==> config.mk <==
export PLATFORM = sky130hd
export DESIGN_NAME = cafe_ctrl
export DESIGN_NICKNAME = d
export VERILOG_FILES = /design/src/pkg/cafe_pkg.sv /design/src/design/cafe_ctrl.sv
export VERILOG_INCLUDE_DIRS = /design/src /design/src/pkg
export SDC_FILE = /design/constraint.sdc
export NUM_CORES = 1
export LEC_CHECK = 0
export BUFFER_PORTS_ARGS = -buffer_cell sky130_fd_sc_hd__buf_4
export CORE_UTILIZATION = 45
export CTS_CLUSTER_SIZE = 10
export DETAILED_ROUTE_END_ITERATION = 10
export PLACE_DENSITY_LB_ADDON = 0.25
export SYNTH_ARGS = -nofsm -noshare
export SYNTH_HDL_FRONTEND = slang
export SYNTH_SLANG_ARGS = --single-unit
==> constraint.sdc <==
create_clock -name pclk -period 9.8 [get_ports pclk]
set_clock_uncertainty 0.15 [all_clocks]
set_input_delay 1.96 -clock pclk [delete_from_list [all_inputs] [get_ports pclk]]
set_output_delay 1.96 -clock pclk [all_outputs]
set_load 0.005 [all_outputs]
==> src/pkg/cafe_regs.svh <==
`ifndef CAFE_REGS_SVH
`define CAFE_REGS_SVH
// register byte offsets
`define CAFE_CTRL_OFF      12'h000
`define CAFE_RANGE_OFF     12'h004
`define CAFE_EXC_OFF       12'h008
`define CAFE_OFFS_OFF      12'h00C
`define CAFE_STBY_OFF      12'h010
`define CAFE_PWR_OFF       12'h014
`define CAFE_WAKE_OFF      12'h018
`define CAFE_THR_OFF       12'h01C
`define CAFE_RES1_OFF      12'h020
`define CAFE_RES2_OFF      12'h024
`define CAFE_STAT_OFF      12'h028
// control fields
`define CAFE_CTRL_SINGLE_CONV_ENABLE     0
`define CAFE_CTRL_SCT      1
`define CAFE_CTRL_SB       2
// range codes and reset values
`define CAFE_RNG_20PF      2'h0
`define CAFE_RNG_10PF      2'h1
`define CAFE_RNG_5PF       2'h2
`define CAFE_OFFS_MAX      6'h3F
`define CAFE_FREQ_MIN_KHZ  100
`define CAFE_FREQ_MAX_KHZ  500
`define CAFE_FREQ_STEP_KHZ 10
`define CAFE_FREQ_CODE_MAX 6'h28
`define CAFE_DIV_RST       5'h01
`define CAFE_PD_BOTH       2'h3
// timing: max conversion rate 1.66 kHz at 100 MHz pclk
`define CAFE_CONV_HZ_X100  166000
`define CAFE_CLK_HZ        100000000
`define CAFE_CONV_CYC      ((`CAFE_CLK_HZ * 100 + `CAFE_CONV_HZ_X100 - 1) \
                           / `CAFE_CONV_HZ_X100)
`endif

==> src/pkg/cafe_pkg.sv <==
package cafe_pkg;
   typedef enum logic [1:0] {CAFE_IDLE, CAFE_CONV, CAFE_DONE} cafe_state_e;
   typedef logic [11:0] cafe_res_t;
endpackage : cafe_pkg

==> src/design/cafe_ctrl.sv <==
// Function
// - each channel delivers 12-bit result words
// - range offers 20, 10, 5 pF
// - offset programmable 1pF steps to 63pF
// - excitation 100 to 500 kHz, 10kHz steps
// - guards follow channel power-down, not the excitation
// - conversions no faster than 1.66kHz
// - spread sweeps low bound plus bandwidth
// - standby stops cpu, converts at reduced rate
// - discriminator wakes device from standby
// - watchdog resets processor when unserviced
// - control registers rw, status results read-only
// - ranges independent, reset to 20pF
// - separate offset register per channel
// - single-conversion enable bit selects mode
// - trigger bit self-clears after conversion
// - single mode powers frontend during conversion
// - standby bit enters standby, uses dividers
// - one standby bit serves both channels
// - frontend power-down leaves processor running
// - standby rates max/D and max/(D*S)
// - both channels down resets frontend state
// - wake combine and/or, upper 8 bits, enables
// - data-ready set per result, overwrite allowed
`timescale 1ns/1ns
`include "cafe_regs.svh"
module cafe_ctrl #(
   parameter int CONV_CYC = `CAFE_CONV_CYC
) (
   input  wire logic               pclk,
   input  wire logic               presetn,
   input  wire logic               psel,
   input  wire logic               penable,
   input  wire logic               pwrite,
   input  wire logic [11:0]        paddr,
   input  wire logic [31:0]        pwdata,
   output logic      [31:0]        prdata,
   output logic                    pready,
   output logic                    pslverr,
   input  wire cafe_pkg::cafe_res_t adc_result_ch1,
   input  wire cafe_pkg::cafe_res_t adc_result_ch2,
   input  wire logic               wdt_kick,
   output logic                    cpu_stop,
   output logic                    cpu_reset,
   output logic                    exc_enable,
   output logic      [5:0]         exc_freq_code,
   output logic                    guard_out_ch1,
   output logic                    guard_out_ch2,
   output logic                    conv_strobe_ch1,
   output logic                    conv_strobe_ch2,
   output logic      [1:0]         range_select_ch1,
   output logic      [1:0]         range_select_ch2,
   output logic      [5:0]         offset_comp_ch1,
   output logic      [5:0]         offset_comp_ch2
);
   import cafe_pkg::*;

   localparam int          WDT_CYC = 65536;
   localparam logic [31:0] CONV_W  = 32'(CONV_CYC);

   // register state
   logic        single_conv_enable_q, single_conv_trigger_q;
   logic        standby_control_q;
   logic [1:0]  rng1_q, rng2_q, afe_power_down_q;
   logic [5:0]  excitation_low_bound_q, spread_bandwidth_q;
   logic [5:0]  offs1_q, offs2_q;
   logic [4:0]  standby_rate_divider_q, ch2_standby_subdivider_q;
   logic [5:0]  wake_criteria_q;  // per ch: combine, abs en, slope en
   logic [7:0]  abs_thr1_q, abs_thr2_q, slope_thr1_q, slope_thr2_q;
   cafe_res_t   res1_q, res2_q;
   logic [7:0]  prev1_q, prev2_q;
   logic        data_ready_ch1_q, data_ready_ch2_q;
   logic        wake1_q, wake2_q;
   logic [31:0] rate_cnt_q;
   logic [4:0]  div_cnt_q, sub_cnt_q;
   logic [5:0]  sweep_q;
   logic [16:0] wdt_q;
   cafe_state_e state_q;

   // apb decode
   wire wr_en = psel & penable & pwrite;
   wire rd_en = psel & penable & ~pwrite;
   function automatic logic hit(input logic [11:0] a, input logic [11:0] o);
      hit = (a == o);
   endfunction : hit
   wire w_ctrl  = wr_en & hit(paddr, `CAFE_CTRL_OFF);
   wire w_range = wr_en & hit(paddr, `CAFE_RANGE_OFF);
   wire w_exc   = wr_en & hit(paddr, `CAFE_EXC_OFF);
   wire w_offs  = wr_en & hit(paddr, `CAFE_OFFS_OFF);
   wire w_stby  = wr_en & hit(paddr, `CAFE_STBY_OFF);
   wire w_pwr   = wr_en & hit(paddr, `CAFE_PWR_OFF);
   wire w_wake  = wr_en & hit(paddr, `CAFE_WAKE_OFF);
   wire w_thr   = wr_en & hit(paddr, `CAFE_THR_OFF);
   wire r_res1  = rd_en & hit(paddr, `CAFE_RES1_OFF);
   wire r_res2  = rd_en & hit(paddr, `CAFE_RES2_OFF);
   wire known   = hit(paddr, `CAFE_CTRL_OFF) | hit(paddr, `CAFE_RANGE_OFF) |
                  hit(paddr, `CAFE_EXC_OFF) | hit(paddr, `CAFE_OFFS_OFF) |
                  hit(paddr, `CAFE_STBY_OFF) | hit(paddr, `CAFE_PWR_OFF) |
                  hit(paddr, `CAFE_WAKE_OFF) | hit(paddr, `CAFE_THR_OFF) |
                  hit(paddr, `CAFE_RES1_OFF) | hit(paddr, `CAFE_RES2_OFF) |
                  hit(paddr, `CAFE_STAT_OFF);
   // writes to read-only registers are refused with an error
   wire ro_addr = hit(paddr, `CAFE_RES1_OFF) | hit(paddr, `CAFE_RES2_OFF) |
                  hit(paddr, `CAFE_STAT_OFF);
   wire bad     = ~known | (pwrite & ro_addr);

   // read mux
   logic [31:0] rd_mux;
   assign rd_mux =
      hit(paddr, `CAFE_CTRL_OFF) ? {29'h0, standby_control_q,
         single_conv_trigger_q, single_conv_enable_q} :
      hit(paddr, `CAFE_RANGE_OFF) ? {28'h0, rng2_q, rng1_q} :
      hit(paddr, `CAFE_EXC_OFF) ? {20'h0, spread_bandwidth_q,
         excitation_low_bound_q} :
      hit(paddr, `CAFE_OFFS_OFF) ? {20'h0, offs2_q, offs1_q} :
      hit(paddr, `CAFE_STBY_OFF) ? {22'h0, ch2_standby_subdivider_q,
         standby_rate_divider_q} :
      hit(paddr, `CAFE_PWR_OFF) ? {30'h0, afe_power_down_q} :
      hit(paddr, `CAFE_WAKE_OFF) ? {26'h0, wake_criteria_q} :
      hit(paddr, `CAFE_THR_OFF) ? {slope_thr2_q, slope_thr1_q,
         abs_thr2_q, abs_thr1_q} :
      hit(paddr, `CAFE_RES1_OFF) ? {20'h0, res1_q} :
      hit(paddr, `CAFE_RES2_OFF) ? {20'h0, res2_q} :
      hit(paddr, `CAFE_STAT_OFF) ? {28'h0, wake2_q, wake1_q,
         data_ready_ch2_q, data_ready_ch1_q} : 32'h0000_0000;

   // frontend conditions
   wire all_down = (afe_power_down_q == `CAFE_PD_BOTH);
   wire ch1_on   = ~afe_power_down_q[0];
   wire ch2_on   = ~afe_power_down_q[1];
   wire rate_hit = (rate_cnt_q >= CONV_W - 32'h0000_0001);
   // standby divides channel 1 by D and channel 2 by D*S
   wire [4:0] d_lim = (standby_rate_divider_q == 5'h00) ? 5'h00 :
                      standby_rate_divider_q - 5'h01;
   wire [4:0] s_lim = (ch2_standby_subdivider_q == 5'h00) ? 5'h00 :
                      ch2_standby_subdivider_q - 5'h01;
   wire d_tick = rate_hit & (~standby_control_q | div_cnt_q >= d_lim);
   wire s_tick = ~standby_control_q | sub_cnt_q >= s_lim;
   wire single_go = (state_q == CAFE_DONE);
   wire conv_ev  = single_conv_enable_q ? single_go : d_tick;
   wire ev1 = conv_ev & ch1_on & ~all_down;
   wire ev2 = conv_ev & s_tick & ch2_on & ~all_down;
   wire [6:0] f_sum = {1'b0, excitation_low_bound_q} + {1'b0, sweep_q};
   wire       f_over = f_sum > {1'b0, `CAFE_FREQ_CODE_MAX};  // no wrap

   // wake discriminator on upper 8 result bits
   wire [7:0] up1 = adc_result_ch1[11:4];
   wire [7:0] up2 = adc_result_ch2[11:4];
   wire [7:0] dl1 = (up1 > prev1_q) ? up1 - prev1_q : prev1_q - up1;
   wire [7:0] dl2 = (up2 > prev2_q) ? up2 - prev2_q : prev2_q - up2;
   wire a1 = wake_criteria_q[1] & (up1 > abs_thr1_q);
   wire r1 = wake_criteria_q[2] & (dl1 > slope_thr1_q);
   wire a2 = wake_criteria_q[4] & (up2 > abs_thr2_q);
   wire r2 = wake_criteria_q[5] & (dl2 > slope_thr2_q);
   wire wk1 = ev1 & (wake_criteria_q[0] ? (a1 & r1) : (a1 | r1));
   wire wk2 = ev2 & (wake_criteria_q[3] ? (a2 & r2) : (a2 | r2));
   wire wake_hit = standby_control_q & (wk1 | wk2);

   // apb response, single-cycle access phase
   always_ff @(posedge pclk or negedge presetn) begin
      if (!presetn) begin
         pready  <= 1'b0;
         pslverr <= 1'b0;
         prdata  <= 32'h0000_0000;
      end else begin
         pready  <= psel & ~penable;
         pslverr <= psel & ~penable & bad;
         prdata  <= rd_mux;
      end
   end

   // control registers, reset ranges to 20pF
   always_ff @(posedge pclk or negedge presetn) begin
      if (!presetn) begin
         rng1_q <= `CAFE_RNG_20PF;
         rng2_q <= `CAFE_RNG_20PF;
         excitation_low_bound_q <= 6'h00;
         spread_bandwidth_q <= 6'h00;
         offs1_q <= 6'h00;
         offs2_q <= 6'h00;
         standby_rate_divider_q <= `CAFE_DIV_RST;
         ch2_standby_subdivider_q <= `CAFE_DIV_RST;
         afe_power_down_q <= 2'h0;
         wake_criteria_q <= 6'h00;
         {slope_thr2_q, slope_thr1_q, abs_thr2_q, abs_thr1_q} <= 32'h0;
         single_conv_enable_q <= 1'b0;
      end else begin
         if (w_range && pwdata[1:0] != 2'h3 && pwdata[3:2] != 2'h3) begin
            rng1_q <= pwdata[1:0];
            rng2_q <= pwdata[3:2];
         end
         if (w_exc) begin
            excitation_low_bound_q <= pwdata[5:0];
            spread_bandwidth_q <= pwdata[11:6];
         end
         if (w_offs) begin
            offs1_q <= pwdata[5:0];
            offs2_q <= pwdata[11:6];
         end
         if (w_stby) begin
            standby_rate_divider_q <= pwdata[4:0];
            ch2_standby_subdivider_q <= pwdata[9:5];
         end
         if (w_pwr)
            afe_power_down_q <= pwdata[1:0];
         if (w_wake)
            wake_criteria_q <= pwdata[5:0];
         if (w_thr)
            {slope_thr2_q, slope_thr1_q, abs_thr2_q, abs_thr1_q} <= pwdata;
         if (w_ctrl)
            single_conv_enable_q <= pwdata[`CAFE_CTRL_SINGLE_CONV_ENABLE];
      end
   end

   // shared standby bit; wake clears it and wins over a write
   always_ff @(posedge pclk or negedge presetn) begin
      if (!presetn)
         standby_control_q <= 1'b0;
      else if (wake_hit)
         standby_control_q <= 1'b0;
      else if (w_ctrl)
         standby_control_q <= pwdata[`CAFE_CTRL_SB];
   end

   // single-conversion sequencer; trigger self-clears when done
   always_ff @(posedge pclk or negedge presetn) begin
      if (!presetn) begin
         state_q <= CAFE_IDLE;
         single_conv_trigger_q <= 1'b0;
      end else begin
         case (state_q)
            CAFE_IDLE: begin
               if (w_ctrl && pwdata[`CAFE_CTRL_SCT] && pwdata[`CAFE_CTRL_SINGLE_CONV_ENABLE])
               begin
                  single_conv_trigger_q <= 1'b1;
                  state_q <= CAFE_CONV;
               end
            end
            CAFE_CONV: begin
               if (rate_hit)
                  state_q <= CAFE_DONE;
            end
            default: begin
               single_conv_trigger_q <= 1'b0;
               state_q <= CAFE_IDLE;
            end
         endcase
      end
   end

   // conversion pacing counters; power-down of both resets them
   always_ff @(posedge pclk or negedge presetn) begin
      if (!presetn) begin
         rate_cnt_q <= 32'h0000_0000;
         div_cnt_q  <= 5'h00;
         sub_cnt_q  <= 5'h00;
      end else if (all_down || (single_conv_enable_q && state_q == CAFE_IDLE))
      begin
         rate_cnt_q <= 32'h0000_0000;
         div_cnt_q  <= 5'h00;
         sub_cnt_q  <= 5'h00;
      end else if (rate_hit) begin
         rate_cnt_q <= 32'h0000_0000;
         if (d_tick) begin
            div_cnt_q <= 5'h00;
            sub_cnt_q <= s_tick ? 5'h00 : sub_cnt_q + 5'h01;
         end else
            div_cnt_q <= div_cnt_q + 5'h01;
      end else
         rate_cnt_q <= rate_cnt_q + 32'h0000_0001;
   end

   // result capture, data-ready and wake flags; set beats read clear
   always_ff @(posedge pclk or negedge presetn) begin
      if (!presetn) begin
         res1_q <= 12'h000;
         res2_q <= 12'h000;
         prev1_q <= 8'h00;
         prev2_q <= 8'h00;
         data_ready_ch1_q <= 1'b0;
         data_ready_ch2_q <= 1'b0;
         wake1_q <= 1'b0;
         wake2_q <= 1'b0;
      end else if (all_down) begin
         res1_q <= 12'h000;
         res2_q <= 12'h000;
         prev1_q <= 8'h00;
         prev2_q <= 8'h00;
         data_ready_ch1_q <= 1'b0;
         data_ready_ch2_q <= 1'b0;
         wake1_q <= 1'b0;
         wake2_q <= 1'b0;
      end else begin
         if (ev1) begin
            res1_q <= adc_result_ch1;
            prev1_q <= up1;
         end
         if (ev2) begin
            res2_q <= adc_result_ch2;
            prev2_q <= up2;
         end
         data_ready_ch1_q <= ev1 | (data_ready_ch1_q & ~r_res1);
         data_ready_ch2_q <= ev2 | (data_ready_ch2_q & ~r_res2);
         wake1_q <= (standby_control_q & wk1) | wake1_q;
         wake2_q <= (standby_control_q & wk2) | wake2_q;
      end
   end

   // watchdog: processor reset when software stops kicking
   always_ff @(posedge pclk or negedge presetn) begin
      if (!presetn)
         wdt_q <= 17'h0_0000;
      else if (wdt_kick || wdt_q[16])
         wdt_q <= 17'h0_0000;
      else
         wdt_q <= wdt_q + 17'h0_0001;
   end

   // registered outputs toward analog and processor
   always_ff @(posedge pclk or negedge presetn) begin
      if (!presetn) begin
         cpu_stop <= 1'b0;
         cpu_reset <= 1'b0;
         exc_enable <= 1'b0;
         exc_freq_code <= 6'h00;
         guard_out_ch1 <= 1'b0;
         guard_out_ch2 <= 1'b0;
         conv_strobe_ch1 <= 1'b0;
         conv_strobe_ch2 <= 1'b0;
         range_select_ch1 <= `CAFE_RNG_20PF;
         range_select_ch2 <= `CAFE_RNG_20PF;
         offset_comp_ch1 <= 6'h00;
         offset_comp_ch2 <= 6'h00;
         sweep_q <= 6'h00;
      end else begin
         cpu_stop <= standby_control_q & ~wake_hit;
         cpu_reset <= (wdt_q == 17'(WDT_CYC)) & ~wdt_kick;
         exc_enable <= ~all_down & (~single_conv_enable_q |
                       state_q != CAFE_IDLE);
         sweep_q <= (sweep_q >= spread_bandwidth_q) ? 6'h00 :
                    sweep_q + 6'h01;
         exc_freq_code <= f_over ? `CAFE_FREQ_CODE_MAX : f_sum[5:0];
         guard_out_ch1 <= ~all_down & ch1_on;
         guard_out_ch2 <= ~all_down & ch2_on;
         conv_strobe_ch1 <= ev1;
         conv_strobe_ch2 <= ev2;
         range_select_ch1 <= rng1_q;
         range_select_ch2 <= rng2_q;
         offset_comp_ch1 <= offs1_q;
         offset_comp_ch2 <= offs2_q;
      end
   end

   // checks
   property p_ready_one;
      @(posedge pclk) disable iff (!presetn)
      (psel && !penable) |=> pready ##1 !pready;
   endproperty
   a_ready_one: assert property (p_ready_one) else $error("pready");
   property p_sct_clear;
      @(posedge pclk) disable iff (!presetn)
      (state_q == CAFE_DONE) |=> !single_conv_trigger_q;
   endproperty
   a_sct_clear: assert property (p_sct_clear) else $error("sct");
   property p_wake_sb;
      @(posedge pclk) disable iff (!presetn)
      wake_hit |=> !standby_control_q ##1 !cpu_stop;
   endproperty
   a_wake_sb: assert property (p_wake_sb) else $error("wake");
   property p_down_clear;
      @(posedge pclk) disable iff (!presetn)
      all_down |=> !data_ready_ch1_q && !data_ready_ch2_q;
   endproperty
   a_down_clear: assert property (p_down_clear) else $error("pd");
   property p_dr_set;
      @(posedge pclk) disable iff (!presetn)
      ev1 |=> data_ready_ch1_q && res1_q == $past(adc_result_ch1);
   endproperty
   a_dr_set: assert property (p_dr_set) else $error("dr");
   property p_rate;
      @(posedge pclk) disable iff (!presetn)
      conv_strobe_ch1 |=> !conv_strobe_ch1 [*8];
   endproperty
   a_rate: assert property (p_rate) else $error("rate");
   property p_rng;
      @(posedge pclk) disable iff (!presetn)
      range_select_ch1 != 2'h3 && range_select_ch2 != 2'h3;
   endproperty
   a_rng: assert property (p_rng) else $error("range");
   property p_freq;
      @(posedge pclk) disable iff (!presetn)
      exc_freq_code <= `CAFE_FREQ_CODE_MAX;
   endproperty
   a_freq: assert property (p_freq) else $error("freq");
   c_single: cover property (@(posedge pclk) state_q == CAFE_DONE);
   c_wake: cover property (@(posedge pclk) wake_hit);
   c_conv2: cover property (@(posedge pclk) conv_strobe_ch2);
endmodule : cafe_ctrl

### Word-level counts from Yosys, hierarchy flattened

Index checks and enable logic that the tools add are counted.

* flip-flop bits (word level): 255
* input bits: 74
* output and inout bits: 63

* $add $sub $neg: 12
* $lt $le $gt $ge: 11
* equality and inequality tests: 18
* muxes and demuxes: 49
* bitwise logic cells: 76
* reduce and logical (&&, ||, !) cells: 20

Operators by type and width (count)
* 2-to-1 mux 32 bit: 10
* 2-to-1 mux 12 bit: 6
* == test 12 x 5 -> 1 bit (second input constant): 4
* > comparator 8 bit: 6
* 2-to-1 mux 8 bit: 6
* 2-to-1 mux 5 bit: 9
* AND 1 bit: 40
* == test 12 x 6 -> 1 bit (second input constant): 3
* adder 32 x 1 -> 32 bit (second input constant): 1
* >= comparator 32 x 14 -> 1 bit (second input constant): 1
* subtractor 8 bit: 4
* == test 12 x 4 -> 1 bit (second input constant): 2
* bitwise OR 1 bit: 23
* adder 17 x 1 -> 17 bit (second input constant): 1
* == test 17 bit (second input constant): 1
* 2-to-1 mux 17 bit: 1
* inverter 1 bit: 13
* == test 12 x 3 -> 1 bit (second input constant): 1
* logical NOT 12 bit: 1
* 2-to-1 mux 6 bit: 2
* nonzero test 2 bit: 6
* adder 5 x 1 -> 5 bit (second input constant): 2
* >= comparator 5 bit: 2
* logical NOT 5 bit: 2
* 17 further kinds: 39

### Depth between registers and ports, before layout

* depth in word-level cells: 14
* gate-level depth with buffers: 20

### Worst setup path after synthesis

No wires, ideal clock.

* path type: input -> register
* from: in adc_result_ch2[4]
* to: reg standby_control_q
* setup time: 0.094 ns
* arrival: 5.167 ns
* data required time: 9.556 ns
* path slack: 4.389 ns
* stages on the path: 20
* path buffers: 1
* cell sequence: inv_1 > ha_1 > inv_1 > fa_1 > a21oi_1 > a211o_1 > a21oi_1 > buf_2 > mux2_2 > a21oi_1 > o21ai_0 > xor2_1 > ha_1 > nand2_1 > nor2_1 > a21oi_1 > a32oi_1 > o21ai_0 > and3_1 > a211oi_1

* longest elaborated chain between the ends: 10

Ends and longest elaborated chain
* start: declaration: RTL line cafe_ctrl.sv:41 `input wire cafe_pkg::cafe_res_t adc_result_ch2,`
* subtractor 8 bit / > comparator 8 bit (equally long branches): RTL line cafe_ctrl.sv:150 `wire [7:0] dl2 = (up2 > prev2_q) ? up2 - prev2_q : prev2_q - up2;`
* 2-to-1 mux 8 bit: RTL line cafe_ctrl.sv:150
* > comparator 8 bit: RTL line cafe_ctrl.sv:154 `wire r2 = wake_criteria_q[5] & (dl2 > slope_thr2_q);`
* AND 1 bit: RTL line cafe_ctrl.sv:154
* bitwise OR 1 bit / AND 1 bit (equally long branches): RTL line cafe_ctrl.sv:156 `wire wk2 = ev2 & (wake_criteria_q[3] ? (a2 & r2) : (a2 | r2));`
* 2-to-1 mux 1 bit (*): RTL line cafe_ctrl.sv:156
* AND 1 bit (*): RTL line cafe_ctrl.sv:156
* bitwise OR 1 bit (*): RTL line cafe_ctrl.sv:157 `wire wake_hit = standby_control_q & (wk1 | wk2);`
* AND 1 bit (*): RTL line cafe_ctrl.sv:157
* 2-to-1 mux 1 bit / nonzero test 2 bit (equally long branches)
* end signal: assignment: RTL line cafe_ctrl.sv:222 `` standby_control_q <= pwdata[`CAFE_CTRL_SB]; ``
* end: declaration: RTL line cafe_ctrl.sv:63 `logic standby_control_q;`

Mark *: on every way between the ends. The rest lies on a longest branch, timed or not.
A chain may end at the register's enable or synchronous reset.

### Worst setup path after layout

Ends and elaborated chain as after synthesis.

==> impl_metrics.json <==
{
  "yosys-top-cells-area": "dfrtp_1 (47%), ha_1 (9.3%), nand2_1 (4.5%)",
  "yosysTopAreaCell": "dfrtp_1",
  "ff2ff_setup_slack_ns": 4.88,
  "root_buffer": "clkbuf_16",
  "finalWorstSetupSlack_ns": 3.80,
  "cp.arrival_ns": 6.31,
  "yosysSeqAreaShare": 0.473,
  "cpPeakStageDelay_ns": 0.85,
  "p_leak_nw": 7.25,
  "drive_gt1_frac": 0.178,
  "dp.cells": 1771,
  "cts-resized-gates": 0,
  "start_util": 0.457,
  "clock_latency_ns": 0.57,
  "viasPerCell": 5.39,
  "path_cells": "buf_4 -> inv_1 -> ha_1 -> inv_1 -> fa_1 -> a21oi_1 -> a211o_1 -> a21oi_1 -> mux2_2 -> a211oi_1 -> o21ai_0 -> xor2_1 -> ha_1 -> nand2_1 -> nor2_1 -> a21oi_1 -> a32oi_1 -> o21ai_0 -> and3_1 -> a211oi_1",
  "synthFlopType": "dfrtp_1",
  "hold_viol_final": 0,
  "cts.path.max_buffers": 3,
  "grt.overflow.total": 0,
  "peakVddDrop_uv": 125,
  "period_share": 0.612,
  "ant_nets": 0,
  "clock.fmax_mhz": 167,
  "endpoint_kind": "flop",
  "clk_pin_slew_ns": 0.06,
  "status": "complete, no violations",
  "netlist_top_cells_count": "dfrtp_1 (237), nand2_1 (152), inv_1 (106), ha_1 (94), o21ai_0 (93)",
  "cts_sinks": 239,
  "drt_iter0_drc": 797,
  "syn_area_per_cell_um2": 9.95,
  "grt_max_degree": 104,
  "highest_layer": "met4",
  "dieArea_mm2": 0.0288,
  "cts_tree": "built",
  "drt_first_pass_iters": 5,
  "fin_cells": 1821,
  "m1WireLength_um": 15000,
  "synth.distinct_cells": 77,
  "rsz0062_at_grt": "false",
  "antenna_cells": 0,
  "synth_most_common_cell": "dfrtp_1",
  "async_flop_share": 1.00,
  "io_pins": 137,
  "die_w_um": 170,
  "synth_top_area_share": 0.469,
  "fin_tns_setup_ns": 0,
  "ys_warn_count": 0,
  "fin_crit_ns": 6.00,
  "total_power_mw": 2.14,
  "hp-class": "flop to flop",
  "hpwl_um": 23800,
  "crit_path_frequent_cell": "a21oi_1",
  "antenna_found_initial": 0,
  "dpl_worst_slack_ns": 3.31,
  "power_density_mw_per_mm2": 143,
  "drcViolationCount": 0,
  "route.met2.wl_um": 14700,
  "cts_made_buffers": 29,
  "max_slew_margin": 0.250,
  "first_global_vias": 9627,
  "cts_htree_levels": 1,
  "worst-slew-pin-transition_ns": 1.12,
  "finalWeightedCongestion": 0.917,
  "drv_slew": 0,
  "dpl_cell_area_mm2": 0.0141,
  "finalNetCount": 1597,
  "crit_required_ns": 10.11,
  "postCtsSetupBuffers": 0,
  "row_count": 61,
  "grt_pass1_wl_um": 51900,
  "met3WireLength_um": 2020,
  "portBuffers": 136,
  "fp.dieH_um": 170,
  "wire_per_inst_um": 17.8,
  "crit_type": "primary input to flop",
  "post-route-util": 0.541,
  "fin_area_mm2": 0.0150,
  "synth_edf_count": 0,
  "track_usage": 0.231,
  "cpMaxStageDelayCell": "a21oi_1",
  "syn-cell-area_mm2": 0.0127,
  "core_mm2": 0.0277,
  "num_vias": 9821,
  "critPathMaxFanout": 13,
  "synthCells": 1272,
  "startpoint_type": "primary input",
  "timing.hold.ws_ns": 0.252,
  "drv_cap": 0,
  "area_growth_pct": 18.5,
  "setup-violations-final": 0,
  "finalWirelength_um": 32400,
  "cts_hold_buf": 0,
  "ys_seq_elements": 239
}
[cell usage in the layout, fill, tap and decap left out, types with 6 or more instances in the layout]
cell type    n
dfrtp_1    237
nand2_1    152
buf_4      147
inv_1      106
ha_1        94
o21ai_0     93
nor2_1      90
a21oi_1     70
mux2_2      39
clkbuf_16   29
mux2i_1     25
nor4_1      25
xor2_1      23
nor3_1      22
nand3_1     22
xnor2_1     20
conb_1      18
nor2b_1     15
clkbuf_1    15
a31oi_1     12
a21o_1      12
nand2b_1    11
mux2_4      10
and3_1       9
or3_1        8
nand4_1      8
or2_2        7
o22ai_1      7
o21a_1       6
o211ai_1     6
[flip-flops by register name, indices dropped and copies added (netlist names), 8 cells and up]
name	cells
slope_thr1_q	8
rate_cnt_q	32
wdt_q	17
res1_q	12
abs_thr1_q	8
prdata	32
slope_thr2_q	8
res2_q	12
abs_thr2_q	8
[routing by layer]
metal / vias to the layer above / GRT usage
met1: 4749 / 0.333
li1: 4718 / -
met2: 300 / 0.362
met5: - / 0
met3: 54 / 0.0326
met4: 0 / 0.0654
[final cells by class]
type	count	area (um^2)
fillers	2537	12700
multi-input cells	900	6160
flip-flops and latches	239	5980
repair buffers	148	1120
clock buffers	45	796
well taps	378	473
inverters	106	398
clock inverters	5	68.8
[report_power, final]
| group | switching, mW | internal, mW | total, mW |
|---|---|---|---|
| Sequential | 0.00318 | 0.994 | 0.997 |
| Combinational | 0.0909 | 0.0573 | 0.148 |
| Clock | 0.410 | 0.582 | 0.991 |
| Total | 0.504 | 1.63 | 2.14 |
[final timing paths]
check	startpoint	end	cells after the start
min reg2reg	offs1_q[5]	offset_comp_ch1[5]	0
min in group asynchronous	presetn	prdata[27]	1
min	offs1_q[5]	offset_comp_ch1[5]	0
max in group asynchronous	presetn	wdt_q[16]	2
max	adc_result_ch2[4]	standby_control_q	20
max reg2reg	res2_q[4]	standby_control_q	18
[worst max-delay path: cells and delay by family]
kind / cells / cell delay, ns
buffers and inverters: 3 / 0.22
multiplexers: 1 / 0.42
XOR/XNOR: 1 / 0.17
AO/OA/AOI/OAI: 9 / 2.42
adder cells (fa/ha/maj): 3 / 0.69
AND/OR/NAND/NOR: 3 / 0.41
[cells by family after synthesis]
| family | after synthesis | share of synthesized area |
|---|---|---|
| and+or+nand+nor | 403 | 0.154 |
| AOI/OAI and AO/OA | 261 | 0.127 |
| adders and majority gates | 100 | 0.102 |
| other | 1 | 0.000296 |
| muxes | 75 | 0.0672 |
| DFF | 239 | 0.473 |
| xor gates and xnor gates | 43 | 0.0298 |
| buffers and inverters | 150 | 0.0472 |
Power figures use the tool's default switching activity.
